`config.mk`:
```
export PLATFORM = sky130hd
export DESIGN_NAME = phy_config_media_fields
export DESIGN_NICKNAME = d
export VERILOG_FILES = /design/src/rtl/phy_cfg_pkg.sv /design/src/rtl/phy_config_media_fields.sv /design/src/rtl/aneg_decode.sv
export VERILOG_INCLUDE_DIRS = /design/src /design/src/rtl
export SDC_FILE = /design/constraint.sdc
export NUM_CORES = 1
export LEC_CHECK = 0
export ABC_AREA = 1
export BUFFER_PORTS_ARGS = -buffer_cell sky130_fd_sc_hd__buf_2
export CAP_MARGIN = 20
export CORE_AREA = 2 2 69 71
export DETAILED_ROUTE_END_ITERATION = 8
export DIE_AREA = 0 0 71 73
export GPL_TIMING_DRIVEN = 0
export PLACE_DENSITY = 0.82
export REMOVE_ABC_BUFFERS = 1
export SLEW_MARGIN = 20
export SYNTH_ARGS = -nofsm -noshare
export SYNTH_HDL_FRONTEND = slang
export SYNTH_SLANG_ARGS = --single-unit
```
`constraint.sdc`:
```
create_clock -name pclk -period 1.5 [get_ports pclk]
set_clock_uncertainty 0.1 [all_clocks]
set_input_delay 0.225 -clock pclk [delete_from_list [all_inputs] [get_ports pclk]]
set_output_delay 0.225 -clock pclk [all_outputs]
set_load 0.005 [all_outputs]
```
`src/rtl/phy_cfg_defs.svh`:
```
// Purpose: constants for the phy configuration and media status register
// Assumes: APB byte addressing, one 32-bit word per register
// Notes: pause and select fields take their power-up values from the eeprom loader
// Notes on behaviour
// - done flag reads high when negotiation finished or negotiation is off
// - bits 23-18 hold six phy power-on configuration bits
// - autoclear enable set: a status register read clears phy interrupt unless a phy event comes in the same cycle
// - autoclear enable clear: phy interrupt pends until phy register access
// - pause advertise bit 16 loaded from eeprom at power-up
// - pause advertised only when full duplex is also advertised
// - select field 15-13 loaded from eeprom, sets negotiation default
// - even select values force speed and duplex with negotiation off
// - odd select values enable negotiation with listed advertised modes
// - external phy bit 12 enables mii and sets phy disable bit
// - phy disable bit 9 forces internal phy to low power
// - phy reset bit 10 holds phy in reset, no self clear
`ifndef PHY_CFG_DEFS_SVH
`define PHY_CFG_DEFS_SVH
`define CFG_OFFSET      12'h004
`define ISR_OFFSET      12'h010
`define BIT_ANEG_DONE   27
`define FLD_PHYCFG_LO   18
`define FLD_PHYCFG_HI   23
`define BIT_AUTOCLR     17
`define BIT_PAUSE       16
`define FLD_SEL_LO      13
`define FLD_SEL_HI      15
`define BIT_EXTPHY      12
`define BIT_PHYRST      10
`define BIT_PHYDIS      9
`define CFG_WMASK       32'h00FF_F600
`define CFG_RESET       32'h0000_0000
`endif

```
`src/rtl/phy_cfg_pkg.sv`:
```
package phy_cfg_pkg;
  typedef struct packed {
    logic       aneg_enable;
    logic       force_100;
    logic       force_full;
    logic [3:0] adv_modes;   // {100fd,100hd,10fd,10hd}
    logic       adv_pause;
  } phy_mode_s;
endpackage

```
`src/rtl/phy_config_media_fields.sv`:
```
// Purpose: config and media status register upper fields, apb slave
// Assumes: eeprom loader pulses ee_load_valid once after power-up
// Notes: zero wait state slave, pslverr on unmapped address
`timescale 1ns/10ps
`include "phy_cfg_defs.svh"
module phy_config_media_fields
  import phy_cfg_pkg::*;
(
  input  wire logic        pclk,
  input  wire logic        presetn,
  input  wire logic        psel,
  input  wire logic        penable,
  input  wire logic        pwrite,
  input  wire logic [11:0] paddr,
  input  wire logic [31:0] pwdata,
  output logic      [31:0] prdata,
  output logic             pready,
  output logic             pslverr,
  input  wire logic        phy_aneg_complete,
  input  wire logic        phy_irq_event,
  input  wire logic        phy_reg_access,
  input  wire logic        ee_load_valid,
  input  wire logic        ee_pause,
  input  wire logic [2:0]  ee_select,
  output logic             phy_irq_pending,
  output logic             phy_reset,
  output logic             phy_low_power,
  output logic             mii_enable,
  output phy_mode_s        phy_mode
);
  logic [31:0] cfg;
  logic        aneg_s1;
  logic        aneg_s2;
  logic        done_flag;
  phy_mode_s   next_mode;

  function automatic logic hit(input logic [11:0] a, input logic [11:0] off);
    hit = (a[11:2] == off[11:2]);
  endfunction

  wire access   = psel & penable;
  wire wr_cfg   = access & pwrite & hit(paddr, `CFG_OFFSET);
  wire rd_isr   = access & ~pwrite & hit(paddr, `ISR_OFFSET);
  wire autoclr  = cfg[`BIT_AUTOCLR];
  wire external_phy_select  = cfg[`BIT_EXTPHY];
  wire internal_phy_disable  = cfg[`BIT_PHYDIS];

  always_ff @(posedge pclk or negedge presetn) begin
    if (!presetn) begin
      aneg_s1 <= 1'b0;
      aneg_s2 <= 1'b0;
    end else begin
      aneg_s1 <= phy_aneg_complete;
      aneg_s2 <= aneg_s1;
    end
  end

  // done also when negotiation is not running
  always_ff @(posedge pclk or negedge presetn) begin
    if (!presetn) done_flag <= 1'b0;
    else          done_flag <= aneg_s2 | ~next_mode.aneg_enable;
  end

  always_ff @(posedge pclk or negedge presetn) begin
    if (!presetn) begin
      cfg <= `CFG_RESET;
    end else begin
      if (wr_cfg) begin
        cfg <= pwdata & `CFG_WMASK;
        if (pwdata[`BIT_EXTPHY]) cfg[`BIT_PHYDIS] <= 1'b1;
      end
      // eeprom load wins for its fields: it runs only once at power-up
      if (ee_load_valid) begin
        cfg[`BIT_PAUSE] <= ee_pause;
        cfg[`FLD_SEL_HI:`FLD_SEL_LO] <= ee_select;
      end
    end
  end

  // event wins over any clear in the same cycle
  always_ff @(posedge pclk or negedge presetn) begin
    if (!presetn) phy_irq_pending <= 1'b0;
    else if (phy_irq_event) phy_irq_pending <= 1'b1;
    else if (rd_isr && autoclr) phy_irq_pending <= 1'b0;
    else if (phy_reg_access) phy_irq_pending <= 1'b0;
  end

  aneg_decode u_dec (
    .autoneg_select  (cfg[`FLD_SEL_HI:`FLD_SEL_LO]),
    .pause_advertise (cfg[`BIT_PAUSE]),
    .mode            (next_mode)
  );

  always_ff @(posedge pclk or negedge presetn) begin
    if (!presetn) begin
      phy_mode      <= '0;
      phy_reset     <= 1'b0;
      phy_low_power <= 1'b0;
      mii_enable    <= 1'b0;
    end else begin
      phy_mode      <= next_mode;
      phy_reset     <= cfg[`BIT_PHYRST];
      phy_low_power <= internal_phy_disable;
      mii_enable    <= external_phy_select;
    end
  end

  always_ff @(posedge pclk or negedge presetn) begin
    if (!presetn) begin
      prdata  <= 32'h0000_0000;
      pready  <= 1'b0;
      pslverr <= 1'b0;
    end else begin
      pready  <= psel & ~penable;
      pslverr <= 1'b0;
      prdata  <= 32'h0000_0000;
      if (psel && !penable) begin
        if (hit(paddr, `CFG_OFFSET)) begin
          prdata <= cfg;
          prdata[`BIT_ANEG_DONE] <= done_flag;
        end else if (!hit(paddr, `ISR_OFFSET)) begin
          pslverr <= 1'b1;
        end
      end
    end
  end

  chk_irq_autoclr: assert property (@(posedge pclk) disable iff (!presetn)
    rd_isr && autoclr && !phy_irq_event |=> !phy_irq_pending)
    else $error("autoclear read left irq pending");
  chk_irq_hold: assert property (@(posedge pclk) disable iff (!presetn)
    phy_irq_pending && !phy_reg_access && !(rd_isr && autoclr) |=> phy_irq_pending)
    else $error("irq dropped without clear");
  chk_irq_set: assert property (@(posedge pclk) disable iff (!presetn)
    phy_irq_event |=> phy_irq_pending)
    else $error("irq event lost");
  chk_extphy_dis: assert property (@(posedge pclk) disable iff (!presetn)
    wr_cfg && pwdata[`BIT_EXTPHY] |=> ##1 phy_low_power && mii_enable)
    else $error("external phy did not disable internal phy");
  chk_low_power: assert property (@(posedge pclk) disable iff (!presetn)
    internal_phy_disable |=> phy_low_power)
    else $error("phy disable not followed");
  chk_reset_hold: assert property (@(posedge pclk) disable iff (!presetn)
    cfg[`BIT_PHYRST] && !wr_cfg |=> cfg[`BIT_PHYRST])
    else $error("phy reset self cleared");
  chk_ee_load: assert property (@(posedge pclk) disable iff (!presetn)
    ee_load_valid |=> cfg[`FLD_SEL_HI:`FLD_SEL_LO] == $past(ee_select)
                      && cfg[`BIT_PAUSE] == $past(ee_pause))
    else $error("eeprom load not stored");
  chk_pause_gate: assert property (@(posedge pclk) disable iff (!presetn)
    phy_mode.adv_pause |-> phy_mode.adv_modes[1] || phy_mode.adv_modes[3])
    else $error("pause advertised without full duplex");
  chk_unused_zero: assert property (@(posedge pclk) disable iff (!presetn)
    prdata[26:24] == 3'h0 && prdata[11] == 1'b0 && prdata[8:0] == 9'h000)
    else $error("unused bits read nonzero");
  chk_done_off: assert property (@(posedge pclk) disable iff (!presetn)
    !next_mode.aneg_enable |=> done_flag)
    else $error("done low with negotiation off");
  chk_force_dec: assert property (@(posedge pclk) disable iff (!presetn)
    !next_mode.aneg_enable |-> next_mode.adv_modes == 4'h0)
    else $error("forced mode advertises");
  chk_adv_dec: assert property (@(posedge pclk) disable iff (!presetn)
    cfg[15:13] == 3'h7 |-> next_mode.adv_modes == 4'hF)
    else $error("select 111 wrong");
  chk_phycfg_rw: assert property (@(posedge pclk) disable iff (!presetn)
    wr_cfg |=> cfg[23:18] == $past(pwdata[23:18]))
    else $error("phy cfg not stored");
endmodule

```
`src/rtl/aneg_decode.sv`:
```
// Purpose: decode negotiation select into phy mode controls
// Assumes: purely combinational, registered by the caller
// Notes: none
`timescale 1ns/10ps
module aneg_decode
  import phy_cfg_pkg::*;
(
  input  wire logic [2:0] autoneg_select,
  input  wire logic       pause_advertise,
  output phy_mode_s       mode
);
  always_comb begin
    mode = '0;
    mode.aneg_enable = autoneg_select[0];
    if (!autoneg_select[0]) begin
      mode.force_100  = autoneg_select[1];
      mode.force_full = autoneg_select[2];
    end else begin
      case (autoneg_select[2:1])
        2'h0:    mode.adv_modes = 4'h3;
        2'h1:    mode.adv_modes = 4'h5;
        2'h2:    mode.adv_modes = 4'hC;
        default: mode.adv_modes = 4'hF;
      endcase
    end
    // pause only rides on a full duplex advertisement
    mode.adv_pause = pause_advertise & mode.aneg_enable
                     & (mode.adv_modes[1] | mode.adv_modes[3]);
  end
endmodule

```
==> run_results.csv <==
group,metric,value,unit
floorplanning,rows,25,
yosys,synth_edf_count,0,
routing,vias,1392,
global_routing,grt_first_pass_wirelength,5450,um
pwr,p_leak,0.00134,uW
routing,routedWlPerCell,10.1,um
yosys,synth_top_family_by_area,"simple AND/OR/NAND/NOR gates",
worst_setup_path,worstSetupStartpointType,"flop",
clock_network,clk_pin_slew,0.08,ns
pwr,total_power,2390,uW
placement,dpl_cell_area,2180,um^2
sta,rsz0062_at_grt,"no",
yosys,syn_area,1880,um^2
routing,drt_iter0_drc,46,
clock_network,cts_buffers,5,
pwr,powerDensity,1030,nW/um^2
floorplanning,io-pin-count,103,
cells_and_area,multi_input_area,557,um^2
worst_setup_path,critical_path_class,"flop to flop",
cells_and_area,antenna_cells,0,
cells_and_area,fin_area,2310,um^2
yosys,yosys.area_share.adder,1.33,%
routing,drtPass1Iterations,4,
sta,holdWs,-0.00308,ns
yosys,synth_xor_area_share,0,%
clock_network,clockBufferDepth,2,
yosys,yosysWarnings,0,
yosys,synth_compound_area_share,0.531,%
yosys,synth_top_area_share,61.1,%
clock_network,cts_setup_buffers,0,
clock_network,numClockSinks,46,
sta,fmax,823,MHz
worst_setup_path,worstPathMaxFanout,4,
placement,gp_congestion,0.752,
yosys,synth_simple_gate_area_share,24.2,%
yosys,ys.flop_type,"dfrtp_1",
yosys,synth_cell_type_count,20,
yosys,ys_seq_area_share,61.1,%
cells_and_area,layout-drive-gt1-share,31.0,%
pwr,vdd_drop_max,477,uV
cells_and_area,fill_cells,431,
global_routing,grt_pass1_vias,1250,
routing,ant_nets,0,
job,max-cap-violations,0,
global_routing,antenna_found_initial,0,
worst_setup_path,critPathRequiredTime,1.61,ns
sta,finalCritPeriodShare,81.0,%
yosys,ys_top_cells_by_area,"dfrtp_1, nand2_1, buf_4, nor2_1, inv_1",
run_status,violations,"hold timing",
floorplanning,die_area,5180,um^2
sta,drv_slew,0,
worst_hold_path,hold_path_class,"input port to asynchronous set/reset pin",
run_status,outcome,"finished, violations left",
yosys,synthMuxAreaShare,0,%
yosys,synth_top_area_cell,"dfrtp_1",
sta,hold_violations,3,
cells_and_area,area_delta_synth_final,22.6,%
clock_network,cts_tree,"built",
clock_network,clockRootBuffer,"clkbuf_8",
routing,vias_per_cell,4.28,
floorplanning,die-width,71,um
global_routing,grt_max_degree,47,
yosys,synth.avg_cell_area,9.28,um^2
sta,worstMarginPinSlew,0.966,ns
yosys,ys_ff_latch,46,
yosys,syn_inst,203,
cells_and_area,seq_area,1150,um^2
placement,io_buffers,65,
cells_and_area,final_nets,330,
floorplanning,dieHeight,73,um
global_routing,track_usage,13.4,%
sta,timing.slew.headroom,35.6,%
global_routing,overflow,0,
clock_network,clk_latency,0.28,ns
floorplanning,start_util,41.5,%
worst_setup_path,reg2reg_slack,0.28,ns
placement,dpl.hpwl,2480,um
routing,drc,0,
routing,totalWireLength,3290,um
sta,setup_viol,0,
clock_network,htree_num_levels,2,
sta,finalCriticalPeriod,1.22,ns
worst_setup_path,cp_data_arrival_time,1.33,ns
worst_setup_path,endpoint_kind,"flop",
floorplanning,core,4540,um^2
yosys,async_reset_ff_share,100,%
## cells in the final DEF (no fill, tap or decap), drive strengths merged
| cell | netlist | routed |
|---|---|---|
| or2 | 1 | 1 |
| nor2 | 32 | 32 |
| dfrtp | 46 | 46 |
| nand4 | 1 | 1 |
| clkbuf | 1 | 6 |
| o21ai | 2 | 2 |
| nand3 | 11 | 11 |
| nand2 | 56 | 56 |
| ha | 2 | 2 |
| conb | 1 | 17 |
| buf | 20 | 65 |
| inv | 23 | 23 |
| nor3 | 7 | 7 |
| bufinv | 0 | 1 |
| dlygate4sd3 | 0 | 1 |
## through the flow
stage               utilization, %  setup WS (ns)  std cells  TNS, ns  hold slack, ns
floorplan                        -          0.313        198        0          -0.171
global placement              48.2         -0.181        317    -1.04           0.234
detailed placement            48.2         -0.235        317    -1.27           0.235
CTS                           50.9         0.0415        325        0          0.0199
global route                  50.9          0.189        325        0          0.0323
finish                        50.9          0.284        325        0        -0.00308
## worst max-delay path, cell delays in order (launching register included)
cell,delay [ns]
dfrtp_1,0.40
inv_1,0.09
ha_1,0.27
nor2_1,0.14
nor2_1,0.05
nor2_1,0.08
## where the power goes
group | internal (uW) | leakage (uW) | switching (uW) | total [uW]
Clock | 533 | 0.0000573 | 368 | 901
Sequential | 1280 | 0.000608 | 15.7 | 1290
Combinational | 78.9 | 0.000678 | 115 | 194
## sequential cells by signal, indices dropped and copies added (netlist names)
| signal | flops |
|---|---|
| pslverr | 1 |
| done_flag | 1 |
| aneg_s2 | 1 |
| phy_mode | 8 |
| cfg | 14 |
| phy_reset | 1 |
| pready | 1 |
| phy_irq_pending | 1 |
| aneg_s1 | 1 |
| prdata | 15 |
| phy_low_power | 1 |
| mii_enable | 1 |
## worst paths after layout
check / from / depth (start not counted) / to
max: cfg[15]$_DFFE_PN0P_ / 5 / phy_mode[0]$_DFF_PN0_
min: presetn / 1 / phy_mode[4]$_DFF_PN0_
max reg2reg: cfg[15]$_DFFE_PN0P_ / 5 / phy_mode[0]$_DFF_PN0_
min reg2reg: aneg_s1$_DFF_PN0_ / 0 / aneg_s2$_DFF_PN0_
max in group asynchronous: presetn / 1 / phy_mode[1]$_DFF_PN0_
min in group pclk: phy_irq_event / 3 / phy_irq_pending$_DFFE_PN0P_
## cells in the mapped netlist, types with 2 or more instances
master / count
inv_1: 19
nor2_1: 28
ha_1: 2
buf_2: 2
nand2_1: 55
nor2_2: 3
nor3_1: 7
nand3_1: 10
dfrtp_1: 46
inv_2: 4
buf_4: 17
o21ai_1: 2
## routing by layer
| layer | part of all wire, % | global-route usage, % | routed length [um] |
|---|---|---|---|
| met5 | 0 | 0 | 0 |
| met4 | 0.88 | 3.77 | 29 |
| met3 | 6.8 | 2.49 | 224 |
| met2 | 50 | 24.6 | 1660 |
| met1 | 42 | 16.2 | 1380 |
## kinds of logic after synthesis
| kind of cell | count (synthesis) |
|---|---|
| DFF | 46 |
| adders and majority gates | 2 |
| other | 1 |
| buffers and inverters | 44 |
| AOI/OAI and AO/OA | 2 |
| and+or+nand+nor | 108 |
## final cells by class
cell class	count	area share, %
Sequential cell	46	49.8
Clock buffer	6	3.58
Multi-Input combinational cell	129	24.1
Inverter	23	3.74
Clock inverter	1	1.30
Tap cell	54	2.93
Timing Repair Buffer	66	14.5
## repair_timing
item | 4_1_cts | 5_1_grt
endpoints found under the hold margin | 1 | 0
setup endpoints to repair | 0 | 6
resized for setup | 0 | 1
hold buffers | 1 | 0
Power figures use the tool's default switching activity.
